`config.mk`:
```
export PLATFORM = sky130hd
export DESIGN_NAME = rta_access
export DESIGN_NICKNAME = d
export VERILOG_FILES = /design/src/shared/rta_pkg.sv /design/src/rtl/rta_access.sv
export SDC_FILE = /design/constraint.sdc
export NUM_CORES = 1
export LEC_CHECK = 0
export ABC_AREA = 1
export BUFFER_PORTS_ARGS = -buffer_cell sky130_fd_sc_hd__buf_2
export CAP_MARGIN = 20
export CORE_UTILIZATION = 30
export DETAILED_ROUTE_END_ITERATION = 12
export PLACE_DENSITY = 0.5
export SKIP_CTS_REPAIR_TIMING = 1
export SYNTH_ARGS = -nofsm -noshare
export SYNTH_HDL_FRONTEND = slang
export SYNTH_SLANG_ARGS = --single-unit
```
`constraint.sdc`:
```
create_clock -name ref_clk -period 2.2 [get_ports ref_clk]
set_input_delay 0.44 -clock ref_clk [delete_from_list [all_inputs] [get_ports ref_clk]]
set_output_delay 0.44 -clock ref_clk [all_outputs]
set_load 0.01 [all_outputs]
```
`src/shared/rta_pkg.sv`:
```
// constants shared by the rtc serial access block
package rta_pkg;
  // --------------------------------------------------------------
  // serial addressing
  // --------------------------------------------------------------
  localparam logic [6:0] SLAVE_ADDR   = 7'h32;  // 0110010
  localparam logic [3:0] FMT_WRITE    = 4'h0;   // pointer write / repeated start read
  localparam logic [3:0] FMT_READ_NOW = 4'h4;   // read right after the pointer byte
  localparam logic [3:0] PTR_TOP      = 4'hF;   // pointer value after stop
  localparam logic [7:0] IDLE_BYTE    = 8'hFF;  // read data after a timeout
  localparam logic [3:0] BIT_LAST     = 4'h8;   // bit count of a full byte
  // --------------------------------------------------------------
  // time counter locations and limits
  // --------------------------------------------------------------
  localparam logic [3:0] LOC_SEC      = 4'h0;
  localparam logic [3:0] LOC_MIN      = 4'h1;
  localparam logic [3:0] LOC_HOUR     = 4'h2;
  localparam logic [7:0] SEC_MAX      = 8'h3B;  // 59
  localparam logic [7:0] HOUR_MAX     = 8'h17;  // 23
  // --------------------------------------------------------------
  // timing
  // --------------------------------------------------------------
  localparam int          CLK_MHZ       = 40;
  localparam int          CARRY_US      = 61;   // deferred carry deadline
  localparam int          CARRY_CYC     = CARRY_US * CLK_MHZ;  // longest wait in system clock cycles
  localparam logic [14:0] SEC_TICKS_M1  = 15'h7FFF;  // 32768 timebase edges per second
  localparam logic [14:0] TMO_TICKS_DEF = 15'h4000;  // 0.5 s of timebase edges
  // --------------------------------------------------------------
  // bus engine states
  // --------------------------------------------------------------
  typedef enum logic [2:0] {
    RTA_IDLE  = 3'b000,  // not addressed
    RTA_RX    = 3'b001,  // shifting in a byte
    RTA_ACK   = 3'b010,  // answering a received byte
    RTA_TX    = 3'b011,  // shifting out a byte
    RTA_TXACK = 3'b100   // master answers a sent byte
  } rta_state_t;
  typedef enum logic [1:0] {
    RTA_K_ADDR = 2'b00,
    RTA_K_PTR  = 2'b01,
    RTA_K_DATA = 2'b10
  } rta_kind_t;
endpackage

```
`src/rtl/rta_access.sv`:
```
// rtc serial slave with access hold, deferred carry and access timeout
`timescale 1ns/1ps
`default_nettype none
// Contract
// - answer slave address 0110010, msb first
// - second write byte: pointer high, format low
// - pointer increments per byte, wraps F to 0
// - every stop loads pointer with F
// - format 4: read starts right after ack
// - read without pointer write starts at F
// - freeze counters from start, hold carries
// - apply held carry within 61 us after stop
// - 0.5-1.0 s after start, act as stop
// - repeated start does not restart timeout
// - after timeout: no write ack, reads FFh
// - free-running 32.768 kHz on clock output pin
module rta_access #(
  parameter logic [14:0] TMO_TICKS = rta_pkg::TMO_TICKS_DEF  // timebase edges to timeout
) (
  input  wire logic ref_clk,                 // 40 MHz system clock
  input  wire logic rst_n,                   // async reset, active low
  input  wire logic scl_in,                  // serial clock level
  input  wire logic sda_in,                  // serial data level
  input  wire logic osc_in,                  // 32.768 kHz timebase level
  output logic      sda_out,                 // data drive value, always low
  output logic      sda_oe,                  // high while pulling data low
  output logic      fixed_clock_output_pin,  // 32.768 kHz copy
  output logic      access_hold              // counters frozen
);
  import rta_pkg::*;

  // ------------------------------------------------------------
  // state
  // ------------------------------------------------------------
  logic        scl_d_r, sda_d_r, osc_d_r;   // previous samples
  rta_state_t  st_r;                        // bus engine state
  rta_kind_t   kind_r;                      // meaning of byte being received
  logic [3:0]  bit_r;                       // bits done in current byte
  logic [7:0]  sh_r;                        // shift register
  logic [3:0]  ptr_r;                       // internal address pointer
  logic        ack_r;                       // drive ack in RTA_ACK
  logic        rd_r;                        // direction after current ack
  logic        acc_r;                       // access in progress
  logic        tmo_r;                       // access ended by timeout
  logic [14:0] tmo_cnt_r;                   // timeout timebase counter
  logic [14:0] div_r;                       // one second divider
  logic        pend_r;                      // carry held during freeze
  logic [7:0]  mem_r [16];                  // internal locations

  // ------------------------------------------------------------
  // bus conditions
  // ------------------------------------------------------------
  logic start_c, stop_c, scl_rise, scl_fall, osc_rise, frozen, tick;
  assign start_c  = scl_in & scl_d_r & sda_d_r & ~sda_in;
  assign stop_c   = scl_in & scl_d_r & ~sda_d_r & sda_in;
  assign scl_rise = scl_in & ~scl_d_r;
  assign scl_fall = ~scl_in & scl_d_r;
  assign osc_rise = osc_in & ~osc_d_r;
  assign frozen   = acc_r & ~tmo_r;          // timeout releases the hold
  assign tick     = osc_rise & (div_r == SEC_TICKS_M1);
  // timeout fires on the timebase, independent of the serial clock
  logic tmo_fire;
  assign tmo_fire = frozen & osc_rise & (tmo_cnt_r == TMO_TICKS - 15'h0001);

  // ------------------------------------------------------------
  // input history
  // ------------------------------------------------------------
  always_ff @(posedge ref_clk or negedge rst_n) begin
    if (!rst_n) begin
      scl_d_r <= 1'b1;
      sda_d_r <= 1'b1;
      osc_d_r <= 1'b0;
    end else begin
      scl_d_r <= scl_in;
      sda_d_r <= sda_in;
      osc_d_r <= osc_in;
    end
  end

  // ------------------------------------------------------------
  // clock output and second divider
  // ------------------------------------------------------------
  // copy of the timebase; no gating so it runs free
  always_ff @(posedge ref_clk or negedge rst_n) begin
    if (!rst_n) fixed_clock_output_pin <= 1'b0;
    else        fixed_clock_output_pin <= osc_in;
  end

  always_ff @(posedge ref_clk or negedge rst_n) begin
    if (!rst_n)        div_r <= 15'h0000;
    else if (osc_rise) div_r <= div_r + 15'h0001;
  end

  // ------------------------------------------------------------
  // access window and timeout
  // ------------------------------------------------------------
  always_ff @(posedge ref_clk or negedge rst_n) begin
    if (!rst_n) begin
      acc_r     <= 1'b0;
      tmo_r     <= 1'b0;
      tmo_cnt_r <= 15'h0000;
    end else if (stop_c) begin
      acc_r <= 1'b0;
      tmo_r <= 1'b0;
    end else if (start_c && !acc_r) begin
      acc_r     <= 1'b1;
      tmo_cnt_r <= 15'h0000;
    end else if (tmo_fire) begin
      tmo_r <= 1'b1;
    end else if (frozen && osc_rise) begin
      // repeated starts fall through here and keep counting
      tmo_cnt_r <= tmo_cnt_r + 15'h0001;
    end
  end

  always_ff @(posedge ref_clk or negedge rst_n) begin
    if (!rst_n) access_hold <= 1'b0;
    else        access_hold <= frozen & ~tmo_fire & ~stop_c;
  end

  // ------------------------------------------------------------
  // held carry
  // ------------------------------------------------------------
  // the carry lands on the first cycle after release, far inside
  // the CARRY_CYC budget, so no counter is needed for it
  always_ff @(posedge ref_clk or negedge rst_n) begin
    if (!rst_n)      pend_r <= 1'b0;
    else if (frozen) pend_r <= pend_r | tick;
    else             pend_r <= tick & pend_r;
  end

  // ------------------------------------------------------------
  // bus engine
  // ------------------------------------------------------------
  always_ff @(posedge ref_clk or negedge rst_n) begin
    if (!rst_n) begin
      st_r   <= RTA_IDLE;
      kind_r <= RTA_K_ADDR;
      bit_r  <= 4'h0;
      sh_r   <= 8'h00;
      ptr_r  <= PTR_TOP;
      ack_r  <= 1'b0;
      rd_r   <= 1'b0;
    end else if (stop_c || tmo_fire) begin
      if (stop_c) st_r <= RTA_IDLE;
      ptr_r <= PTR_TOP;
    end else if (start_c) begin
      st_r   <= RTA_RX;                        // start or repeated start
      kind_r <= RTA_K_ADDR;
      bit_r  <= 4'h0;
    end else begin
      unique case (st_r)
        RTA_IDLE: begin
          bit_r <= 4'h0;                       // ignore until next start
        end
        RTA_RX: begin
          if (scl_rise) begin
            sh_r  <= {sh_r[6:0], sda_in};
            bit_r <= bit_r + 4'h1;
          end else if (scl_fall && bit_r == BIT_LAST) begin
            st_r <= RTA_ACK;
            unique case (kind_r)
              RTA_K_ADDR: begin
                ack_r <= (sh_r[7:1] == SLAVE_ADDR) & ~tmo_r;
                rd_r  <= sh_r[0];
                if (sh_r[7:1] != SLAVE_ADDR) st_r <= RTA_IDLE;
              end
              RTA_K_PTR: begin
                ack_r <= ~tmo_r;
                if (!tmo_r) ptr_r <= sh_r[7:4];
                rd_r  <= (sh_r[3:0] == FMT_READ_NOW);
              end
              default: begin
                ack_r <= ~tmo_r;
                if (!tmo_r) ptr_r <= ptr_r + 4'h1;
                rd_r  <= 1'b0;
              end
            endcase
          end
        end
        RTA_ACK: begin
          if (scl_fall) begin
            bit_r <= 4'h0;
            ack_r <= 1'b0;
            if (rd_r) begin
              st_r <= RTA_TX;
              sh_r <= tmo_r ? IDLE_BYTE : mem_r[ptr_r];
            end else begin
              st_r   <= RTA_RX;
              kind_r <= (kind_r == RTA_K_ADDR) ? RTA_K_PTR : RTA_K_DATA;
            end
          end
        end
        RTA_TX: begin
          if (scl_fall) begin
            sh_r  <= {sh_r[6:0], 1'b1};
            bit_r <= bit_r + 4'h1;
            if (bit_r == BIT_LAST - 4'h1) begin
              st_r <= RTA_TXACK;
              if (!tmo_r) ptr_r <= ptr_r + 4'h1;
            end
          end
        end
        RTA_TXACK: begin
          if (scl_rise) begin
            rd_r <= ~sda_in;                   // master ack keeps reading
          end else if (scl_fall) begin
            bit_r <= 4'h0;
            st_r  <= rd_r ? RTA_TX : RTA_IDLE;
            sh_r  <= tmo_r ? IDLE_BYTE : mem_r[ptr_r];
          end
        end
        default: st_r <= RTA_IDLE;
      endcase
    end
  end

  // ------------------------------------------------------------
  // data pin, open drain
  // ------------------------------------------------------------
  always_ff @(posedge ref_clk or negedge rst_n) begin
    if (!rst_n) begin
      sda_oe  <= 1'b0;
      sda_out <= 1'b0;
    end else begin
      sda_out <= 1'b0;
      sda_oe  <= (st_r == RTA_ACK && ack_r) || (st_r == RTA_TX && !sh_r[7]);
    end
  end

  // ------------------------------------------------------------
  // locations and time counters
  // ------------------------------------------------------------
  // host writes only happen while frozen, counting only while not,
  // so the two never collide
  logic step;
  assign step = ~frozen & (tick | pend_r);
  always_ff @(posedge ref_clk or negedge rst_n) begin
    if (!rst_n) begin
      for (int i = 0; i < 16; i++) mem_r[i] <= 8'h00;
    end else if (st_r == RTA_RX && kind_r == RTA_K_DATA && scl_fall
                 && bit_r == BIT_LAST && frozen && !stop_c && !start_c) begin
      mem_r[ptr_r] <= sh_r;
    end else if (step) begin
      if (mem_r[LOC_SEC] != SEC_MAX) begin
        mem_r[LOC_SEC] <= mem_r[LOC_SEC] + 8'h01;
      end else begin
        mem_r[LOC_SEC] <= 8'h00;
        if (mem_r[LOC_MIN] != SEC_MAX) begin
          mem_r[LOC_MIN] <= mem_r[LOC_MIN] + 8'h01;
        end else begin
          mem_r[LOC_MIN]  <= 8'h00;
          mem_r[LOC_HOUR] <= (mem_r[LOC_HOUR] == HOUR_MAX) ? 8'h00 : mem_r[LOC_HOUR] + 8'h01;
        end
      end
    end
  end
endmodule
`default_nettype wire

```
Word-level counts from Yosys, hierarchy flattened

Index checks and enable logic that the tools add are counted.

Output and inout bits: 4
Word-level logic and storage cells: 239
Register bits after elaboration: 189
Input bits: 5

Bitwise gates (word level): 30
Equal/unequal tests: 49
Reductions and logical operators: 42
Add/subtract/negate cells: 7
Mux-type cells: 76
Magnitude comparators: 2

Operators with widths:

| operator              | count |
|---|---|
| $bwmux 128            | 1 |
| $mux 8                | 14 |
| $mux 4                | 13 |
| $mux 24               | 2 |
| $mux 15               | 3 |
| $bmux 8 s4            | 1 |
| $demux 8 s4           | 1 |
| $ne 4x4->1 const B    | 8 |
| $pmux 8 s4            | 1 |
| $add 15x1->15 const B | 2 |
| $mux 3                | 10 |
| $ne 3x3->1 const B    | 9 |
| $ne 2x2->1 const B    | 13 |
| $add 8x1->8 const B   | 3 |
| $pmux 4 s5            | 1 |
| $mux 2                | 9 |
| $reduce_and 9->1      | 2 |
| $and 1x1->1           | 17 |
| $mux 16               | 1 |
| $ne 8x6->1 const B    | 2 |
| $pmux 4 s2            | 2 |
| $reduce_bool 2->1     | 8 |
| $eq 15x14->1 const B  | 1 |
| $eq 15x15->1 const B  | 1 |
| other kinds (34)      | 81 |

Logic depth before layout (Yosys ltp)

Depth in word-level cells: 9
Depth in mapped cells: 14
Depth with buffers taken out: 14

Worst setup path before layout

Ideal clock, no wire load.

Kind: register to register
From: register ptr_r[0]
To: register mem_r[104] (netlist bit)
Arrival: 1,903 ps
Setup time: 118 ps
Clock period less this slack: 2,020 ps
Slack: 180 ps
Buffers on the path: 2
Cell stages (with the launch flop): 12
Required time: 2,082 ps
Cells stage by stage: dfstp_2 > buf_2 > clkinv_1 > clkbuf_1 > ha_1 > inv_1 > nor2_2 > inv_1 > nand2_1 > nand3_1 > nand2_1 > nand2_1

Cells in the longest elaborated chain, start to end: 7
Elaborated cells on any way between the ends: 8
Those cells by class: 2 x order compare; 4 x mux; 1 x bitwise; 1 x reduce/logical

Ends and longest elaborated chain:

| what                                                           | RTL line          | source |
|---|---|---|
| start, declared                                                | rta_access.sv:40  | `logic [3:0] ptr_r;` |
| start signal, assigned                                         | rta_access.sv:170 | `if (!tmo_r) ptr_r <= sh_r[7:4];` |
| start signal, assigned                                         | rta_access.sv:175 | `if (!tmo_r) ptr_r <= ptr_r + 4'h1;` |
| start signal, assigned                                         | rta_access.sv:200 | `if (!tmo_r) ptr_r <= ptr_r + 4'h1;` |
| $not 4->5 (not written as such) (*)                            | rta_access.sv:243 | `mem_r[ptr_r] <= sh_r;` |
| $ge 5x5->1 (not written as such) or $lt 5x1->1 (tied branches) | rta_access.sv:243 |  |
| $logic_and 1x1->1 (not written as such)                        | rta_access.sv:243 |  |
| $mux 8 (not written as such)                                   | rta_access.sv:243 |  |
| $demux 8 s4 (*)                                                | rta_access.sv:243 |  |
| $bwmux 128 (*)                                                 | rta_access.sv:243 |  |
| $mux 24 (*)                                                    | rta_access.sv:241 | `end else if (st_r == RTA_RX && kind_r == RTA_K_DATA && scl_fall` |
| end signal, assigned by index                                  | rta_access.sv:243 |  |
| end signal, assigned by index                                  | rta_access.sv:246 | `mem_r[LOC_SEC] <= mem_r[LOC_SEC] + 8'h01;` |
| end signal, assigned by index                                  | rta_access.sv:250 | `mem_r[LOC_MIN] <= mem_r[LOC_MIN] + 8'h01;` |
| end, declared                                                  | rta_access.sv:48  | `logic [7:0] mem_r [16];` |

Mark *: on every way between the ends. The rest lies on a longest branch, timed or not.
A chain may end at the register's enable or synchronous reset.

Final worst setup path

From: register ptr_r[0]
To: register mem_r[125] (netlist bit)

The elaborated chain is that of the path after synthesis.

==> results.py <==
metrics = {
    "hold_path": {
        "hold_path_class": "in2reg",
        "min-delay-start": "sda_in",
    },
    "sta": {
        "period_share": 0.9200,
        "slew_viol_final": 0,
        "rsz0062_at_grt": "false",
        "period_needed_ns": 2.024,
        "fin_worst_skew_ns": 0.009947,
        "setup_viol": 0,
        "tns_ns": 0,
        "fmax_mhz": 494.1,
        "slew_headroom": 0.5789,
        "finalHoldViolCount": 0,
        "worstMarginPinSlew_ns": 0.6309,
    },
    "worst_setup_path": {
        "critPathMostFrequentCell": "o21ai_0",
        "worstPathRequired_ns": 2.53,
        "r2r_slack_ns": 0.18,
        "path_max_fanout": 33,
        "critPathLaunchType": "flop",
        "cp_data_arrival_time_ns": 2.35,
        "cp_num_buf_inv": 2,
        "cpPeakStageDelay_ns": 0.58,
        "critPathSlowestCell": "dfstp_2",
        "crit_start": "ptr_r[0]",
        "end_kind": "flop",
        "r2r_start": "ptr_r[0]",
        "path_delay_family": "flip-flops",
        "critPathKind": "reg2reg",
        "path_cells": "clkinv_1, buf_12, ha_1, nand4_1, o21ai_0, nand2_1, o21ai_0",
    },
    "power": {
        "p_int_w": 0.006761,
        "power.share.clock": 0.266,
        "leakage_nw": 5.811,
        "p_comb_frac": 0.379,
        "peakVddDrop_v": 0.0007900,
        "switching_share": 0.4279,
        "power_frac_seq": 0.355,
        "p_per_area_mw_per_mm2": 982.5,
        "p_switching_w": 0.005057,
    },
    "synthesis": {
        "yosys_warnings": 0,
        "syn_area_sq_mm": 0.01060,
        "yosysTopAreaCellShare": 0.4321,
        "ys_types": 38,
        "syn_nets": 1475,
        "yosysSeqAreaShare": 0.4470,
        "synth.top_cells.by_area": "dfrtp_1, nand2_1, o21ai_0",
        "syn_inst": 1459,
        "syn_area_per_cell_sq_um": 7.264,
        "ys_ff_latch": 189,
        "yosysTopAreaCell": "dfrtp_1",
    },
    "final_layout": {
        "antenna_cells": 0,
        "final_nets": 1503,
        "fin_util": 0.3474,
        "area_growth_pct": 13.51,
        "drive_gt1_frac": 0.09600,
        "final_common_cell": "nand2_1",
        "stdcell_count": 1955,
        "layout_common_cells": "nand2_1, dfrtp_1, o21ai_0, nor2_1, inv_1",
    },
    "route": {
        "routed_via_density": 4.768,
        "num_vias": 9321,
        "wl_microns": 30310,
        "wl_per_cell_microns": 15.50,
        "dr.pass1.iters": 5,
        "route.detailed.drc": 0,
        "drt_iter0_drc": 726,
        "final_antenna_net_count": 0,
    },
    "clock_tree": {
        "cts_buffers": 17,
        "cts.sinks": 189,
        "clockBufferDepth": 2,
        "cts-root-buf": "clkbuf_16",
        "htreeDepth": 4,
        "cts_tree": "yes",
        "clock_latency_ns": 0.45,
        "cts.clk_slew.worst_paths_ns": 0.08,
    },
    "run": {
        "maxCapViolations": 0,
    },
    "die": {
        "io_pins": 9,
        "initial_core_util": 0.3060,
        "die_x_microns": 190.0,
        "row_count": 68,
        "die_h_microns": 190.0,
        "die_area_sq_mm": 0.03608,
        "core-area_sq_mm": 0.03463,
    },
    "placed_design": {
        "post-place-cells": 1921,
        "io_buffers": 7,
        "place.gp.congestion": 0.9236,
        "hpwl_microns": 21020,
    },
    "run_status": {
        "status": "completed",
    },
    "global_routing": {
        "grt_pass1_wl_microns": 50150,
        "grt_pass1_vias": 9130,
        "gr-total-overflow": 0,
        "antenna_found_initial": 0,
        "track_usage": 0.1783,
        "grt_max_degree": 44,
    },
}
==> flip-flops by register name, summed over array words and instances (netlist names), 2 cells and up <==
| name | count |
|---|---|
| tmo_cnt_r | 15 |
| ptr_r | 4 |
| bit_r | 4 |
| st_r | 3 |
| div_r | 15 |
| sh_r | 8 |
| mem_r | 128 |
| kind_r | 2 |
==> metrics by stage <==
step | setup WS [ns] | cell area [sq um] | total power (W) | hold WS, ns
2_1_floorplan | 0.1798 | 10600 | 0.006905 | 0.1444
5_1_grt | 0.006615 | 12030 | 0.01262 | 0.07865
4_1_cts | 0.1156 | 11980 | 0.01191 | -0.07147
6_report | 0.1760 | 12030 | 0.01182 | 0.1011
3_3_place_gp | 0.1567 | 11400 | 0.008708 | 0.4151
3_5_place_dp | 0.1333 | 11400 | 0.008707 | 0.4140
==> cell type report <==
type | instances | area, sq um
clock buffers | 17 | 425.4
clock inverters | 15 | 152.6
fillers | 3700 | 22600
inverters | 139 | 521.8
multi-input cells | 1076 | 5070
flip-flops and latches | 189 | 4737
well taps | 455 | 569.3
repair buffers | 64 | 553.0
==> path summary, 6_finish.rpt <==
check	cells after the start	endpoint
max	7	mem_r[125]
min	1	sda_d_r
max reg2reg	7	mem_r[125]
min reg2reg	1	div_r[13]
max in group asynchronous	3	sda_d_r
min in group asynchronous	2	mem_r[30]
==> cell usage after synthesis <==
master,count
nand3_1,112
nor2_1,137
a21oi_1,30
o211ai_1,2
dfrtp_1,183
nand4_1,29
inv_2,9
o2111ai_1,1
o21ai_0,150
a21boi_0,1
clkinv_1,3
clkbuf_1,22
maj3_1,1
buf_1,9
inv_1,127
xnor2_1,12
nor3_1,11
nand4_2,1
o22ai_1,9
buf_6,6
or2_2,2
ha_1,11
nor2_2,4
conb_1,1
a31o_2,1
nand2_1,490
o21a_1,1
buf_12,1
nand3b_1,3
buf_2,14
nand2_2,8
buf_4,3
nor2_4,4
o21ai_1,27
xor2_1,16
nand3_2,3
dfstp_2,6
nand3_4,9
==> cells by family (layout without fill, tap and decap cells) <==
group | Yosys count | count (layout) | share of synthesized area
other | 1 | 1 | 0.0003539
DFF | 189 | 189 | 0.4470
xor gates and xnor gates | 28 | 28 | 0.02314
buffers and inverters | 194 | 235 | 0.07721
AOI/OAI and AO/OA | 222 | 222 | 0.1076
and+or+nand+nor | 813 | 813 | 0.3308
adders and majority gates | 12 | 12 | 0.01393
==> power groups by stage <==
stage               combinational (W)  clock (W)  sequential, W
floorplan                     0.00278          0        0.00412
global placement              0.00446          0        0.00424
detailed placement            0.00446          0        0.00425
CTS                           0.00448    0.00325        0.00418
global route                  0.00502    0.00336        0.00424
finish                        0.00448    0.00314        0.00419
==> per-layer routing <==
metal  GRT usage  wire length (microns)  vias to the layer above
met5           0                      0                        -
met4     0.05335                    528                        0
met3     0.02951                   1245                       33
met2      0.2828                  13750                      181
met1      0.2477                  14780                     4376
li1            -                      -                     4731
Power figures use the tool's default switching activity.
